## src/pss_pkg.sv

```systemverilog
// Purpose: Shared constants and types of the parameter save/restore block
// Assumes: Registers reached over AHB-Lite, 32-bit words
// Notes:   Entry byte address = ((object << 4) | subindex) << 2
package pss_pkg;

    localparam int          ADDR_W      = 20;
    localparam int          OBJ_W       = 14;
    localparam int          SUB_W       = 4;
    localparam int          NCAT        = 5;
    localparam int          NEVT        = 4;
    localparam int          NUSR        = 8;

    // Object indices as printed
    localparam logic [13:0] OBJ_SAVE    = 14'h1010;
    localparam logic [13:0] OBJ_DISCARD = 14'h1011;
    localparam logic [13:0] OBJ_MARKER  = 14'h1020;
    localparam logic [13:0] OBJ_USER    = 14'h2700;
    localparam logic [13:0] OBJ_IRQ     = 14'h3F00;

    localparam logic [3:0]  SUB_ALL     = 4'h1;
    localparam logic [3:0]  SUB_TUNING  = 4'h6;
    localparam logic [3:0]  SUB_MRK_LO  = 4'h1;
    localparam logic [3:0]  SUB_MRK_HI  = 4'h2;
    localparam logic [3:0]  SUB_USR_TRG = 4'h1;
    localparam logic [3:0]  SUB_USR_LO  = 4'h2;
    localparam logic [3:0]  SUB_USR_HI  = 4'h9;
    localparam logic [3:0]  SUB_IRQ_ST  = 4'h0;
    localparam logic [3:0]  SUB_IRQ_MSK = 4'h1;

    localparam logic [31:0] SAVE_WORD   = 32'h65766173;
    localparam logic [31:0] DISC_WORD   = 32'h64616F6C;
    localparam logic [31:0] CMD_DONE    = 32'h00000001;
    localparam logic [31:0] CMD_RST     = 32'h00000000;
    localparam logic [31:0] MARK_CLR    = 32'h00000000;
    localparam logic [15:0] USR_GO      = 16'h0001;
    localparam logic [15:0] USR_IDLE    = 16'h0000;
    localparam logic [15:0] USR_RST     = 16'h0000;

    // Category mask bits: comm, app, customer, drive, tuning
    localparam logic [4:0]  CAT_ALL     = 5'h1F;
    localparam logic [4:0]  CAT_NO_TUNE = 5'h0F;
    localparam logic [4:0]  CAT_NONE    = 5'h00;
    localparam logic [4:0]  CAT_ONE     = 5'h01;

    localparam int          EVT_SAVE    = 0;
    localparam int          EVT_DISC    = 1;
    localparam int          EVT_USER    = 2;
    localparam int          EVT_BADCMD  = 3;

    localparam int          RESTART_CYC = 16;

    typedef enum logic [1:0] {
        OP_SAVE,
        OP_DISCARD,
        OP_USER
    } pss_op_t;

    typedef struct packed {
        pss_op_t    op;
        logic [4:0] cat;
        logic       with_marker;
    } pss_nvm_req_t;

endpackage : pss_pkg

```

## src/pss_top.sv

```systemverilog
// Purpose: Parameter save/restore command block with AHB-Lite registers
// Assumes: Storage engine answers each request with one nvm_done pulse
// Notes:   Command writes while an operation runs are stalled on the bus
//
// The AHB-Lite interface to the registers is this design's own decision.
`timescale 1ns/1ps
import pss_pkg::*;

// Operation
// - Writing the save word into a save entry commits that category.
// - On save completion the entry is overwritten with 1.
// - Save entry 1 is all; 2..6 are comm, app, customer, drive, tuning.
// - Writing the discard word into a discard entry erases that category.
// - Discard-all spares tuning; tuning erased only through entry 6.
// - After a discard erase the device restarts by itself.
// - Marker holds date/time and is saved with save-all.
// - Writing any savable object, save entries 2..6 included, clears marker.
// - User memory gives eight 16-bit persistable values at entries 2..9.
// - Writing 1 to user entry 1 saves them; returns to 0 when done.
// - Only whole categories are stored; no single-object save.
// - Objects without a category are never stored.
module pss_top #(
    parameter int RESTART_LEN = RESTART_CYC
) (
    input  wire logic                     sys_clk,
    input  wire logic                     nrst,
    input  wire logic                     hsel,
    input  wire logic [pss_pkg::ADDR_W-1:0] haddr,
    input  wire logic [1:0]               htrans,
    input  wire logic                     hwrite,
    input  wire logic [2:0]               hsize,
    input  wire logic [31:0]              hwdata,
    input  wire logic                     hready,
    output logic      [31:0]              hrdata,
    output logic                          hreadyout,
    output logic                          hresp,
    input  wire logic                     obj_wr,
    output logic                          nvm_start,
    output pss_pkg::pss_nvm_req_t         nvm_req,
    input  wire logic                     nvm_done,
    output logic      [63:0]              nvm_marker,
    output logic      [127:0]             nvm_user,
    output logic                          restart,
    output logic                          irq
);
    import pss_pkg::*;

    typedef enum logic {
        ST_IDLE,
        ST_BUSY
    } pss_state_t;

    // Bus data phase
    logic              dp_valid_q;
    logic              dp_write_q;
    logic [ADDR_W-1:0] dp_addr_q;
    logic              rd_done_q;
    logic [31:0]       hrdata_q;
    logic [31:0]       rd_mux;

    // Dictionary entries
    logic [31:0]       save_q   [1:6];
    logic [31:0]       disc_q   [1:6];
    logic [31:0]       mark_q   [1:2];
    logic [15:0]       usr_q    [1:NUSR];
    logic [15:0]       usr_trg_q;

    // Operation control
    pss_state_t        state_q;
    pss_op_t           op_q;
    logic [3:0]        op_sub_q;
    logic              nvm_start_q;
    pss_nvm_req_t      nvm_req_q;
    logic              restart_go_q;
    logic [NEVT-1:0]   evt_q;
    logic [NEVT-1:0]   irq_status;
    logic [NEVT-1:0]   irq_mask;

    // Decode
    wire               addr_ph  = hsel & htrans[1] & hready;
    wire [OBJ_W-1:0]   dp_obj   = dp_addr_q[ADDR_W-1:SUB_W+2];
    wire [SUB_W-1:0]   dp_sub   = dp_addr_q[SUB_W+1:2];
    wire               sub_cat  = (dp_sub >= SUB_ALL) && (dp_sub <= SUB_TUNING);
    wire               is_save  = (dp_obj == OBJ_SAVE) && sub_cat;
    wire               is_disc  = (dp_obj == OBJ_DISCARD) && sub_cat;
    wire               is_mark  = (dp_obj == OBJ_MARKER)
                                  && (dp_sub >= SUB_MRK_LO) && (dp_sub <= SUB_MRK_HI);
    wire               is_utrg  = (dp_obj == OBJ_USER) && (dp_sub == SUB_USR_TRG);
    wire               is_uval  = (dp_obj == OBJ_USER)
                                  && (dp_sub >= SUB_USR_LO) && (dp_sub <= SUB_USR_HI);
    wire               is_ist   = (dp_obj == OBJ_IRQ) && (dp_sub == SUB_IRQ_ST);
    wire               is_imsk  = (dp_obj == OBJ_IRQ) && (dp_sub == SUB_IRQ_MSK);
    wire               is_cmd   = is_save | is_disc | is_utrg;
    wire               busy     = (state_q == ST_BUSY);
    wire               dp_rd    = dp_valid_q & ~dp_write_q;
    // Stall command writes until the running operation has ended
    wire               wr_hold  = dp_valid_q & dp_write_q & is_cmd & busy;
    wire               wr_fire  = dp_valid_q & dp_write_q & ~wr_hold;
    wire [3:0]         usr_idx  = dp_sub - SUB_ALL;

    // Commands only start on the exact word
    wire               save_go  = wr_fire & is_save & (hwdata == SAVE_WORD);
    wire               disc_go  = wr_fire & is_disc & (hwdata == DISC_WORD);
    wire               user_go  = wr_fire & is_utrg & (hwdata[15:0] == USR_GO);
    wire               bad_cmd  = wr_fire & ((is_save & (hwdata != SAVE_WORD))
                                  | (is_disc & (hwdata != DISC_WORD)));
    // Save entries 2..6 are savable objects; entry 1 and the marker are not
    wire               mark_clr = obj_wr | (wr_fire & is_save & (dp_sub != SUB_ALL));
    wire               op_end   = busy & nvm_done;

    // Category masks carry only the five categories
    wire [4:0]         sel_cat  = (dp_sub == SUB_ALL) ? CAT_ALL
                                  : (CAT_ONE << (dp_sub - 4'h2));
    wire [4:0]         disc_cat = (dp_sub == SUB_ALL) ? CAT_NO_TUNE : sel_cat;

    assign hreadyout  = ~dp_valid_q | (dp_write_q ? ~wr_hold : rd_done_q);
    assign hresp      = 1'b0;
    assign hrdata     = hrdata_q;
    assign nvm_start  = nvm_start_q;
    assign nvm_req    = nvm_req_q;
    assign nvm_marker = {mark_q[2], mark_q[1]};

    genvar gi;
    generate
        for (gi = 1; gi <= NUSR; gi++) begin : g_usr_out
            assign nvm_user[gi*16-1 -: 16] = usr_q[gi];
        end
    endgenerate

    // Read selection, unmapped reads as zero
    always_comb begin
        rd_mux = '0;
        if (is_save) begin
            rd_mux = save_q[dp_sub[2:0]];
        end else if (is_disc) begin
            rd_mux = disc_q[dp_sub[2:0]];
        end else if (is_mark) begin
            rd_mux = mark_q[dp_sub[1:0]];
        end else if (is_utrg) begin
            rd_mux = {16'h0000, usr_trg_q};
        end else if (is_uval) begin
            rd_mux = {16'h0000, usr_q[usr_idx]};
        end else if (is_ist) begin
            rd_mux = {{(32-NEVT){1'b0}}, irq_status};
        end else if (is_imsk) begin
            rd_mux = {{(32-NEVT){1'b0}}, irq_mask};
        end
    end

    // Bus phases; reads take one wait state so data come from a flop
    always_ff @(posedge sys_clk) begin
        if (!nrst) begin
            dp_valid_q <= 1'b0;
            dp_write_q <= 1'b0;
            dp_addr_q  <= '0;
            rd_done_q  <= 1'b0;
            hrdata_q   <= '0;
        end else begin
            if (addr_ph && hreadyout) begin
                dp_valid_q <= 1'b1;
                dp_write_q <= hwrite;
                dp_addr_q  <= haddr;
            end else if (hreadyout) begin
                dp_valid_q <= 1'b0;
            end
            rd_done_q <= dp_rd & ~rd_done_q;
            if (dp_rd && !rd_done_q) begin
                hrdata_q <= rd_mux;
            end
        end
    end

    // Save and discard entries
    always_ff @(posedge sys_clk) begin
        if (!nrst) begin
            for (int i = 1; i <= 6; i++) begin
                save_q[i] <= CMD_RST;
                disc_q[i] <= CMD_RST;
            end
        end else begin
            if (wr_fire && is_save) begin
                save_q[dp_sub[2:0]] <= hwdata;
            end
            if (wr_fire && is_disc) begin
                disc_q[dp_sub[2:0]] <= hwdata;
            end
            if (op_end && op_q == OP_SAVE) begin
                save_q[op_sub_q[2:0]] <= CMD_DONE;
            end
        end
    end

    // Marker and user memory
    always_ff @(posedge sys_clk) begin
        if (!nrst) begin
            mark_q[1] <= MARK_CLR;
            mark_q[2] <= MARK_CLR;
            usr_trg_q <= USR_IDLE;
            for (int i = 1; i <= NUSR; i++) begin
                usr_q[i] <= USR_RST;
            end
        end else begin
            if (mark_clr) begin
                mark_q[1] <= MARK_CLR;
                mark_q[2] <= MARK_CLR;
            end
            if (wr_fire && is_mark) begin
                mark_q[dp_sub[1:0]] <= hwdata;
            end
            if (wr_fire && is_uval) begin
                usr_q[usr_idx] <= hwdata[15:0];
            end
            if (user_go) begin
                usr_trg_q <= USR_GO;
            end else if (op_end && op_q == OP_USER) begin
                usr_trg_q <= USR_IDLE;
            end
        end
    end

    // One operation at a time toward the storage engine
    always_ff @(posedge sys_clk) begin
        if (!nrst) begin
            state_q      <= ST_IDLE;
            op_q         <= OP_SAVE;
            op_sub_q     <= '0;
            nvm_start_q  <= 1'b0;
            nvm_req_q    <= '{op: OP_SAVE, cat: CAT_NONE, with_marker: 1'b0};
            restart_go_q <= 1'b0;
            evt_q        <= '0;
        end else begin
            nvm_start_q  <= 1'b0;
            restart_go_q <= 1'b0;
            evt_q        <= '0;
            evt_q[EVT_BADCMD] <= bad_cmd;
            unique case (state_q)
                ST_IDLE: begin
                    if (save_go || disc_go || user_go) begin
                        state_q     <= ST_BUSY;
                        op_sub_q    <= dp_sub;
                        nvm_start_q <= 1'b1;
                        if (save_go) begin
                            op_q      <= OP_SAVE;
                            nvm_req_q <= '{op: OP_SAVE, cat: sel_cat,
                                           with_marker: (dp_sub == SUB_ALL)};
                        end else if (disc_go) begin
                            op_q      <= OP_DISCARD;
                            nvm_req_q <= '{op: OP_DISCARD, cat: disc_cat,
                                           with_marker: 1'b0};
                        end else begin
                            op_q      <= OP_USER;
                            nvm_req_q <= '{op: OP_USER, cat: CAT_NONE,
                                           with_marker: 1'b0};
                        end
                    end
                end
                ST_BUSY: begin
                    if (nvm_done) begin
                        state_q <= ST_IDLE;
                        evt_q[EVT_SAVE] <= (op_q == OP_SAVE);
                        evt_q[EVT_DISC] <= (op_q == OP_DISCARD);
                        evt_q[EVT_USER] <= (op_q == OP_USER);
                        // Erase done: restart with no further command
                        restart_go_q <= (op_q == OP_DISCARD);
                    end
                end
            endcase
        end
    end

    pss_restart #(
        .LEN     (RESTART_LEN)
    ) u_restart (
        .sys_clk (sys_clk),
        .nrst    (nrst),
        .go      (restart_go_q),
        .restart (restart)
    );

    pss_evt_irq #(
        .N       (NEVT)
    ) u_irq (
        .sys_clk (sys_clk),
        .nrst    (nrst),
        .evt     (evt_q),
        .st_wr   (wr_fire & is_ist),
        .msk_wr  (wr_fire & is_imsk),
        .wdata   (hwdata[NEVT-1:0]),
        .status  (irq_status),
        .mask    (irq_mask),
        .irq     (irq)
    );

endmodule : pss_top

```

## src/pss_evt_irq.sv

```systemverilog
// Purpose: Sticky event status, mask and one level interrupt
// Assumes: Status cleared by writing one; set wins over clear
// Notes:   Mask has the status layout
`timescale 1ns/1ps
module pss_evt_irq #(
    parameter int N = 4
) (
    input  wire logic         sys_clk,
    input  wire logic         nrst,
    input  wire logic [N-1:0] evt,
    input  wire logic         st_wr,
    input  wire logic         msk_wr,
    input  wire logic [N-1:0] wdata,
    output logic      [N-1:0] status,
    output logic      [N-1:0] mask,
    output logic              irq
);
    logic [N-1:0] st_q;
    logic [N-1:0] st_d;
    logic [N-1:0] msk_q;

    // New event beats a simultaneous clear
    assign st_d   = evt | (st_q & ~(st_wr ? wdata : '0));
    assign status = st_q;
    assign mask   = msk_q;
    assign irq    = |(st_q & msk_q);

    always_ff @(posedge sys_clk) begin
        if (!nrst) begin
            st_q  <= '0;
            msk_q <= '0;
        end else begin
            st_q  <= st_d;
            if (msk_wr) begin
                msk_q <= wdata;
            end
        end
    end
endmodule : pss_evt_irq

```

## src/pss_restart.sv

```systemverilog
// Purpose: Stretches a restart request into a fixed-length level
// Assumes: Request is a one-cycle pulse
// Notes:   Length counts clock cycles
`timescale 1ns/1ps
module pss_restart #(
    parameter int LEN = 16
) (
    input  wire logic sys_clk,
    input  wire logic nrst,
    input  wire logic go,
    output logic      restart
);
    localparam int CW = $clog2(LEN + 1);
    localparam logic [CW-1:0] LEN_C = CW'(LEN);

    logic [CW-1:0] cnt_q;

    assign restart = (cnt_q != '0);

    always_ff @(posedge sys_clk) begin
        if (!nrst) begin
            cnt_q <= '0;
        end else if (go) begin
            cnt_q <= LEN_C;
        end else if (restart) begin
            cnt_q <= cnt_q - CW'(1);
        end
    end
endmodule : pss_restart

```

## config.mk

```make
export PLATFORM = sky130hd
export DESIGN_NAME = pss_top
export DESIGN_NICKNAME = d
export VERILOG_FILES = /design/src/pss_pkg.sv /design/src/pss_top.sv /design/src/pss_evt_irq.sv /design/src/pss_restart.sv
export SDC_FILE = /design/constraint.sdc
export NUM_CORES = 1
export LEC_CHECK = 0
export ABC_AREA = 0
export BUFFER_PORTS_ARGS = -buffer_cell sky130_fd_sc_hd__buf_2
export CAP_MARGIN = 10
export CORE_MARGIN = 2
export CORE_UTILIZATION = 40
export CTS_CLUSTER_SIZE = 24
export DETAILED_ROUTE_END_ITERATION = 8
export PLACE_DENSITY = 0.55
export SLEW_MARGIN = 20
export SYNTH_ARGS = -nofsm -noshare
export SYNTH_HDL_FRONTEND = slang
export SYNTH_SLANG_ARGS = --single-unit
```

## constraint.sdc

```tcl
create_clock -name sys_clk -period 7.4 [get_ports sys_clk]
set_input_delay 0.37 -clock sys_clk [delete_from_list [all_inputs] [get_ports sys_clk]]
set_output_delay 0.37 -clock sys_clk [all_outputs]
set_load 0.1 [all_outputs]
```

==> results of run 1 <==
power by group through the flow:
| stage | clock, uW | combinational, uW | sequential (uW) |
|---|---|---|---|
| finish | 4920 | 1130 | 5860 |
| global route | 5190 | 1180 | 5870 |
| CTS | 4990 | 1140 | 5860 |
| detailed placement | 0 | 1130 | 5970 |
| global placement | 0 | 1120 | 5970 |
| floorplan | 0 | 459 | 6300 |
cells in the final DEF, fill, tap and decap left out, types with 12 or more instances in the layout:
cell type                       instances
sky130_fd_sc_hd__buf_4                 71
sky130_fd_sc_hd__a21oi_1               66
sky130_fd_sc_hd__dlygate4sd3_1         16
sky130_fd_sc_hd__nor3_1                12
sky130_fd_sc_hd__clkinv_2              21
sky130_fd_sc_hd__nand2_1              183
sky130_fd_sc_hd__a211oi_1              20
sky130_fd_sc_hd__bufinv_16             14
sky130_fd_sc_hd__buf_2                292
sky130_fd_sc_hd__clkbuf_16             96
sky130_fd_sc_hd__clkinv_1              21
sky130_fd_sc_hd__and2_1               164
sky130_fd_sc_hd__mux4_2               224
sky130_fd_sc_hd__mux2i_1               71
sky130_fd_sc_hd__o21ai_0               76
sky130_fd_sc_hd__dfxtp_1               82
sky130_fd_sc_hd__and3_1               138
sky130_fd_sc_hd__edfxtp_1             832
sky130_fd_sc_hd__clkbuf_1              17
sky130_fd_sc_hd__nor2_1               328
sky130_fd_sc_hd__nand3_1               30
sky130_fd_sc_hd__nor2b_1               52
layer usage:
layer	GRT usage, %	routed length, microns
met1	31.8	49700
met3	4.54	9910
met5	0	0
met4	7.05	3270
met2	38.1	58200
area by class of cell:
class	count	area, sq um	area share [%]
flip-flops and latches	919	26700	57.9
inverters	11	41.3	0.0893
multi-input cells	1532	12500	26.9
well taps	1287	1610	3.48
repair buffers	381	2190	4.74
clock buffers	113	2470	5.34
clock inverters	66	711	1.54
stage by stage:
step	worst slack (ns)	area, sq um	total power (uW)	hold slack (ns)
after global placement	1.69	42900	7080	0.425
final	1.67	46200	11900	0.0281
after floorplan	1.66	40000	6760	0.418
after detailed placement	1.63	42900	7100	0.432
after global routing	1.34	46200	12200	0.0235
after CTS	1.61	46200	12000	0.00281
path summary, 6_finish.rpt:
| kind | start | end |
|---|---|---|
| max | dp_addr_q[2] | disc_q[1][2] |
| min | haddr[4] | register |
| max reg2reg | dp_addr_q[2] | disc_q[1][2] |
| min reg2reg | evt_q[2] | u_irq.status[2] |
logic make-up after synthesis:
kind of cell | count (synthesis)
compound gates | 217
xor+xnor | 7
fa+ha+maj | 12
buf+inv | 237
flops | 919
mux | 295
other cells | 1
simple gates | 1000
flip-flops by register name (all words and copies together) (netlist names), 2 cells and up, named ones only:
name and flops:
nvm_req 6, u_restart.cnt_q 5, evt_q 4, usr_q 256, disc_q 256, op_sub_q 3, save_q 256, u_irq.mask 4
hrdata 32, op_q 2, mark_q 64, dp_addr_q 18, u_irq.status 4
synth_stat cells (8+ instances only):
cell type	instances
sky130_fd_sc_hd__edfxtp_1	832
sky130_fd_sc_hd__nor2_1	333
sky130_fd_sc_hd__mux4_2	224
sky130_fd_sc_hd__nand2_1	187
sky130_fd_sc_hd__and2_1	165
sky130_fd_sc_hd__clkbuf_1	163
sky130_fd_sc_hd__and3_1	139
sky130_fd_sc_hd__dfxtp_1	87
sky130_fd_sc_hd__o21ai_0	87
sky130_fd_sc_hd__mux2i_1	71
sky130_fd_sc_hd__a21oi_1	66
sky130_fd_sc_hd__nor2b_1	53
sky130_fd_sc_hd__buf_2	33
sky130_fd_sc_hd__nand3_1	30
sky130_fd_sc_hd__a211oi_1	21
sky130_fd_sc_hd__buf_1	14
sky130_fd_sc_hd__nor3_1	14
sky130_fd_sc_hd__ha_1	12
sky130_fd_sc_hd__inv_1	11
sky130_fd_sc_hd__nand4_1	11
sky130_fd_sc_hd__nor4_1	10
sky130_fd_sc_hd__clkbuf_2	9
sky130_fd_sc_hd__nand2b_1	8
critical path, cell delays in order (launching register included):
cell,delay (ns)
sky130_fd_sc_hd__dfxtp_4,0.83
sky130_fd_sc_hd__ha_2,1.01
sky130_fd_sc_hd__nor3b_1,0.15
sky130_fd_sc_hd__or4_4,0.50
sky130_fd_sc_hd__or4_4,0.56
sky130_fd_sc_hd__nor2_2,0.13
sky130_fd_sc_hd__buf_4,0.45
sky130_fd_sc_hd__and3_4,0.56
sky130_fd_sc_hd__nand2b_2,0.82
sky130_fd_sc_hd__buf_4,0.31
==> impl_results.rst, run 1 <==
.. list-table::
   :header-rows: 1

   * - Metric
     - Value
   * - Result of the run
     - finished clean
   * - Hold bufs inserted after CTS
     - 16
   * - Leakage power figure
     - 0.0164 uW
   * - Post-route core utilization
     - 46.8%
   * - Worst reg-to-reg path cell count
     - 9
   * - Mean instance size in the synthesized netlist
     - 14.9 sq um
   * - Number of antenna violations at the first check in global routing
     - 7
   * - Count of flip-flops with a built-in enable after synthesis
     - 832
   * - Maximum number of buffers from clock root to sink
     - 3
   * - Die boundary width
     - 320 microns
   * - DR vias/cell
     - 5.80
   * - Number of routed nets with antenna violations
     - 0
   * - Overall die height
     - 320 microns
   * - WHS Path Cells
     - 3
   * - Main combinational cell family by area after synthesis
     - multiplexers
   * - RD Place Congestion
     - 0.855
   * - Core box area
     - 0.0987 sq mm
   * - Antenna diode count
     - 0
   * - Via count
     - 25.0k
   * - Filler Cell Count
     - 8539
   * - CTS sink cnt
     - 919
   * - Top cell type by total area after synthesis
     - sky130_fd_sc_hd__edfxtp_1
   * - PD cells
     - 258 mW/mm^2
   * - Async set-reset flop share out of synthesis
     - 0%
   * - Fraction of synthesized cell area in xor and xnor cells
     - 0.153%
   * - Largest voltage drop on the vdd net
     - 0.161 mV
   * - Clock tree from TritonCTS
     - yes
   * - Slew at the pin closest to its max-slew limit
     - 1.15 ns
   * - # rows
     - 115
   * - Clk root buf
     - sky130_fd_sc_hd__clkbuf_16
   * - Adder-cell share of the synthesized area
     - 0.375%
   * - Depth of the CTS H-tree
     - 3
   * - Total number of yosys warnings
     - 0
   * - Final clock period utilization by the worst path
     - 77.4%
   * - Setup slack of the worst register-to-register path
     - 1.67 ns
   * - Switching power
     - 2990 uW
   * - Aggregate global routing overflow
     - 0
   * - Total routing usage reported by global routing
     - 23.4%
   * - I/O pin count
     - 301
   * - Number of library cell types mapped by synthesis
     - 61
   * - Total routed wirelength
     - 121000 microns
   * - Relative contribution of combinational cells to total power
     - 9.5%
   * - Share of post-route cells with drive strength above 1
     - 26.1%
   * - Total of max-cap violations
     - 0
   * - Arrival time at the worst endpoint
     - 6.10 ns
   * - Average wire per standard cell
     - 28.1 microns
   * - Clock share of power
     - 41.3%
   * - Slew Limit Fails
     - 0
   * - Critical path data required time
     - 7.77 ns
   * - Via count of the first global-routing pass
     - 25.3k
   * - Fraction of synthesized area in multiplexers
     - 14.4%
   * - Max-slew headroom
     - 22.9%
   * - Number of hold violations in the final report
     - 0
   * - Post-synthesis to final-layout area growth
     - 15.6%
   * - Total instance count after detailed placement
     - 4113
   * - Quantity of I/O buffers inserted on ports
     - 293
   * - Switching fraction of total power
     - 25.1%
   * - Final nets
     - 3017
   * - Most used flip-flop cell after synthesis
     - sky130_fd_sc_hd__edfxtp_1
   * - Detailed-router iteration count before antenna repair
     - 5
   * - Flop pwr share
     - 49.2%
   * - Post-DP HPWL
     - 75500 microns
   * - Critical path class
     - reg -> reg
   * - Number of clock buffers inserted by TritonCTS
     - 96
   * - Global-route wire length before repair
     - 175000 microns
   * - Critical path fanouts, max
     - 42
   * - Starting density of the core
     - 40.5%
   * - Total nets after synthesis
     - 2764
   * - Die Area
     - 0.103 sq mm
   * - Worst clock skew
     - 0.0295 ns
   * - Largest cells by area after synthesis
     - sky130_fd_sc_hd__edfxtp_1 62%, sky130_fd_sc_hd__mux4_2 13%, sky130_fd_sc_hd__dfxtp_1 4.4%
   * - TNS Setup
     - 0 ns
   * - Worst min path class
     - in -> reg
   * - Post-synthesis sequential area ratio
     - 66.8%
   * - Netlist area before placement
     - 0.0400 sq mm
   * - Min Clock Period, post-route
     - 5.73 ns
   * - Nature of the critical path startpoint
     - register
   * - Fraction of post-synthesis cell area in the top cell type by area
     - 62.5%
   * - First-iteration detailed-routing DRC count
     - 2609
   * - Compound-cell area share of the yosys netlist
     - 3.18%
   * - Post-route DRC
     - 0
   * - Setup crit end kind
     - register
   * - Post-synthesis instance total
     - 2688
   * - RSZ-0062 raised after global routing
     - no
   * - Internal Dissipation
     - 8930 uW
   * - Count of endpoints failing setup in the final report
     - 0
   * - Clock-pin slew on the worst setup and hold paths
     - 0.06 ns
   * - Timing-limited maximum frequency
     - 0.175 GHz
   * - Count of state elements after synthesis
     - 919
   * - Post-layout instance count excluding filler cells
     - 4309
   * - Maximum number of pins on one net before global-route repair
     - 85
   * - Simple-gate share of the synthesized area
     - 12.6%
   * - Buffers inserted by post-CTS timing repair
     - 0
   * - Resized Gates After CTS
     - 0
   * - Clock insertion delay at the later pin of the skew report
     - 0.67 ns
Power figures use the tool's default switching activity.
==> inputs of run 2 (changes only) <==
ABC_AREA = 1   (was 0)
clock period = 5.3 ns   (was 7.4 ns; I/O delays follow)
==> run 2 against run 1 <==
Wire length up 14%. Global-route usage up 3.1 points. Total power up 39%. Sequential share of layout area down 0.57 points. Utilization about the same. Setup slack worse by 0.48 ns. Clock skew down 0.0029 ns. Largest power group unchanged.
==> impl_results.rst, run 2 <==
.. list-table::
   :header-rows: 1

   * - Metric
     - Value
   * - Maximum number of buffers from clock root to sink
     - 3
   * - Total of max-cap violations
     - 0
   * - Post-synthesis instance total
     - 3868
   * - Total routing usage reported by global routing
     - 26.5%
   * - Max-slew headroom
     - 26.3%
   * - Nature of the critical path startpoint
     - register
   * - Number of library cell types mapped by synthesis
     - 50
   * - RSZ-0062 raised after global routing
     - no
   * - Worst clock skew
     - 0.0265 ns
   * - Post-route DRC
     - 0
   * - Arrival time at the worst endpoint
     - 3.84 ns
   * - Critical-path cell with the highest stage delay
     - sky130_fd_sc_hd__dfxtp_1
   * - Top post-synthesis cells by count
     - 832 x sky130_fd_sc_hd__edfxtp_1, 787 x sky130_fd_sc_hd__nor2_1, 617 x sky130_fd_sc_hd__nand2_1
   * - CTS sink cnt
     - 919
   * - Logic depth of the worst setup path including buffers
     - 13
   * - Post-DP HPWL
     - 85400 microns
   * - Aggregate global routing overflow
     - 0
   * - Depth of the CTS H-tree
     - 3
   * - Placed instance area
     - 0.0431 sq mm
   * - Commonest non-fill, non-tap cells in the layout
     - 832 x sky130_fd_sc_hd__edfxtp_1, 784 x sky130_fd_sc_hd__nor2_1, 606 x sky130_fd_sc_hd__nand2_1
   * - Clk root buf
     - sky130_fd_sc_hd__clkbuf_16
   * - PD cells
     - 354 mW/mm^2
   * - Critical path fanouts, max
     - 21
   * - HP Start
     - hwdata[10]
   * - Antenna diode count
     - 0
   * - Largest voltage drop on the vdd net
     - 0.308 mV
   * - DR vias/cell
     - 5.57
   * - # rows
     - 116
   * - Core box area
     - 0.0997 sq mm
   * - Top Family by Delay on Critical Path
     - buffers and inverters
   * - Quantity of I/O buffers inserted on ports
     - 293
   * - Number of buffers and inverters on the critical path
     - 6
   * - I/O pin count
     - 301
   * - Final-layout worst hold slack
     - 0.0374 ns
   * - Global-route wire length before repair
     - 199000 microns
   * - Met1 capacity usage during global routing
     - 36.6%
   * - TNS Setup
     - 0 ns
   * - Number of hold violations in the final report
     - 0
   * - Result of the run
     - finished clean
   * - Met3 Use GR
     - 4.64%
   * - Most used flip-flop cell after synthesis
     - sky130_fd_sc_hd__edfxtp_1
   * - Top cell type by total area after synthesis
     - sky130_fd_sc_hd__edfxtp_1
   * - Die boundary width
     - 320 microns
   * - WHS Path Cells
     - 1
   * - Clock-pin slew on the worst setup and hold paths
     - 0.06 ns
   * - Filler Cell Count
     - 9232
   * - Critical path class
     - reg -> out
   * - Average wire per standard cell
     - 25.0 microns
   * - Setup crit end kind
     - output port
   * - Largest cells by area after synthesis
     - sky130_fd_sc_hd__edfxtp_1 62%, sky130_fd_sc_hd__nor2_1 7.4%, sky130_fd_sc_hd__nand2_1 5.8%
   * - Leading cell type in the layout, fill and taps excluded
     - sky130_fd_sc_hd__edfxtp_1
   * - Overall die height
     - 320 microns
   * - Slew Limit Fails
     - 0
   * - Most Crowded Layer GR
     - met2
   * - Share of post-route cells with drive strength above 1
     - 14.4%
   * - Netlist area before placement
     - 0.0400 sq mm
   * - Clock insertion delay at the later pin of the skew report
     - 0.69 ns
   * - WHS Endpoint
     - usr_q[0][10]
   * - Via count
     - 30.8k
   * - Mean instance size in the synthesized netlist
     - 10.3 sq um
   * - Slew at the pin closest to its max-slew limit
     - 1.10 ns
   * - Clock tree from TritonCTS
     - yes
   * - Min Clock Period, post-route
     - 4.11 ns
   * - Number of clock buffers inserted by TritonCTS
     - 99
   * - RD Place Congestion
     - 0.882
   * - Leading cell type by number of instances after synthesis
     - sky130_fd_sc_hd__edfxtp_1
   * - Post-route design area
     - 0.0467 sq mm
   * - First-iteration detailed-routing DRC count
     - 3189
   * - Number of antenna violations at the first check in global routing
     - 6
   * - Resized Gates After CTS
     - 0
   * - Total nets after synthesis
     - 3944
   * - Detailed-router iteration count before antenna repair
     - 5
   * - Buffers inserted by post-CTS timing repair
     - 0
   * - Post-synthesis sequential area ratio
     - 66.8%
   * - Largest registers ranked by flip-flop count
     - disc_q (256), save_q (256), usr_q (256)
   * - Via count of the first global-routing pass
     - 29.0k
   * - Total number of yosys warnings
     - 0
   * - Maximum number of pins on one net before global-route repair
     - 124
   * - Worst min path class
     - in -> reg
   * - Total routed wirelength
     - 138000 microns
   * - Post-route core utilization
     - 46.8%
   * - Post-layout instance count excluding filler cells
     - 5526
   * - Final nets
     - 4222
   * - Final clock period utilization by the worst path
     - 77.5%
   * - Timing-limited maximum frequency
     - 0.243 GHz
   * - Total instance count after detailed placement
     - 5300
   * - Reg-to-reg critical path endpoint
     - usr_q[8][14]
   * - Starting density of the core
     - 40.1%
   * - Max incr delay on CP
     - 0.51 ns
   * - Source of the worst register-to-register timing path
     - dp_addr_q[3]
   * - Setup slack of the worst register-to-register path
     - 1.27 ns
   * - Die Area
     - 0.103 sq mm
   * - Fraction of post-synthesis cell area in the top cell type by area
     - 62.4%
   * - Leakage power figure
     - 0.0190 uW
   * - Async set-reset flop share out of synthesis
     - 0%
   * - Met2 track demand over resource
     - 42.6%
   * - Post-synthesis to final-layout area growth
     - 16.6%
   * - Number of routed nets with antenna violations
     - 0
   * - CP dominant cell by count
     - sky130_fd_sc_hd__inv_1
   * - Worst reg-to-reg path cell count
     - 12
   * - Critical path data required time
     - 5.04 ns
   * - Count of endpoints failing setup in the final report
     - 0
   * - Count of state elements after synthesis
     - 919
   * - Cell-by-cell listing of the critical path
     - inv_1 > ha_1 > inv_1 > nand3_2 > nand3_1 > nor3_4 > buf_4 > o21ai_2 > nor2_1 > inv_1 > nand2_1 > inv_2 > buf_2
   * - Count of flip-flops with a built-in enable after synthesis
     - 832
## run 2: cell types whose count changed after synthesis, moves of 74 or more
cell                      delta
sky130_fd_sc_hd__nand3_1   +120
sky130_fd_sc_hd__and2_1    -165
sky130_fd_sc_hd__o21ai_0   +214
sky130_fd_sc_hd__mux4_2    -224
sky130_fd_sc_hd__o22ai_1    +74
sky130_fd_sc_hd__nor2_1    +454
sky130_fd_sc_hd__inv_1     +227
sky130_fd_sc_hd__and3_1    -137
sky130_fd_sc_hd__a21oi_1   +147
sky130_fd_sc_hd__nand2_1   +430
## run 2: layer usage
layer	part of all wire, %	up-vias	wire (microns)
met5	0	-	0
met4	3.0	0	4200
met3	8.7	231	12100
met2	47	1447	64500
met1	42	15100	57600
li1	-	13900	-
## run 2: report_power, final
| part | leakage [uW] | switching (uW) | internal, uW |
|---|---|---|---|
| registers | 0.00900 | 94.1 | 8060 |
| logic | 0.00845 | 1230 | 261 |
| clock network | 0.00154 | 2920 | 3960 |
## run 2: how the worst max path moves through the flow
| stage | slack, ns | to | startpoint |
|---|---|---|---|
| final | 1.19 | hreadyout | dp_addr_q[3] |
| after global routing | 0.92 | hreadyout | dp_addr_q[3] |
| after CTS | 1.15 | hreadyout | dp_addr_q[3] |
| after detailed placement | 1.25 | usr_q[8][9] | dp_addr_q[3] |
| after global placement | 1.33 | usr_q[8][8] | dp_addr_q[3] |
| after floorplan | 0.40 | save_q[7][0] | dp_addr_q[2] |
## run 2: kinds of logic after synthesis
family	Yosys count	share of synthesized area (%)
muxes	13	0.325
other	1	0.00937
AOI/OAI and AO/OA	750	10.8
and+or+nand+nor	1632	16.4
buffers and inverters	540	5.23
adders and majority gates	12	0.375
xor gates and xnor gates	1	0.0219
DFF	919	66.8
## run 2: cell type report
type | count | area [sq um] | area share, %
sequential | 919 | 26700 | 57.3
multi-input combinational | 2409 | 11300 | 24.3
clock buffer | 135 | 2750 | 5.88
timing repair buffer | 434 | 2710 | 5.80
tap | 1298 | 1620 | 3.48
inverter | 283 | 1080 | 2.31
clock inverter | 48 | 434 | 0.930
## run 2: repair_timing
item                                    4_1_cts  5_1_grt
hold buffers                                 43        0
endpoints found under the setup margin        0        0
endpoints found under the hold margin       124        0
## run 2: through the flow
step | setup slack, ns | power (uW)
2_1_floorplan | 0.397 | 9260
3_3_place_gp | 1.33 | 9750
3_5_place_dp | 1.25 | 9760
4_1_cts | 1.15 | 16600
5_1_grt | 0.919 | 17000
6_report | 1.19 | 16500
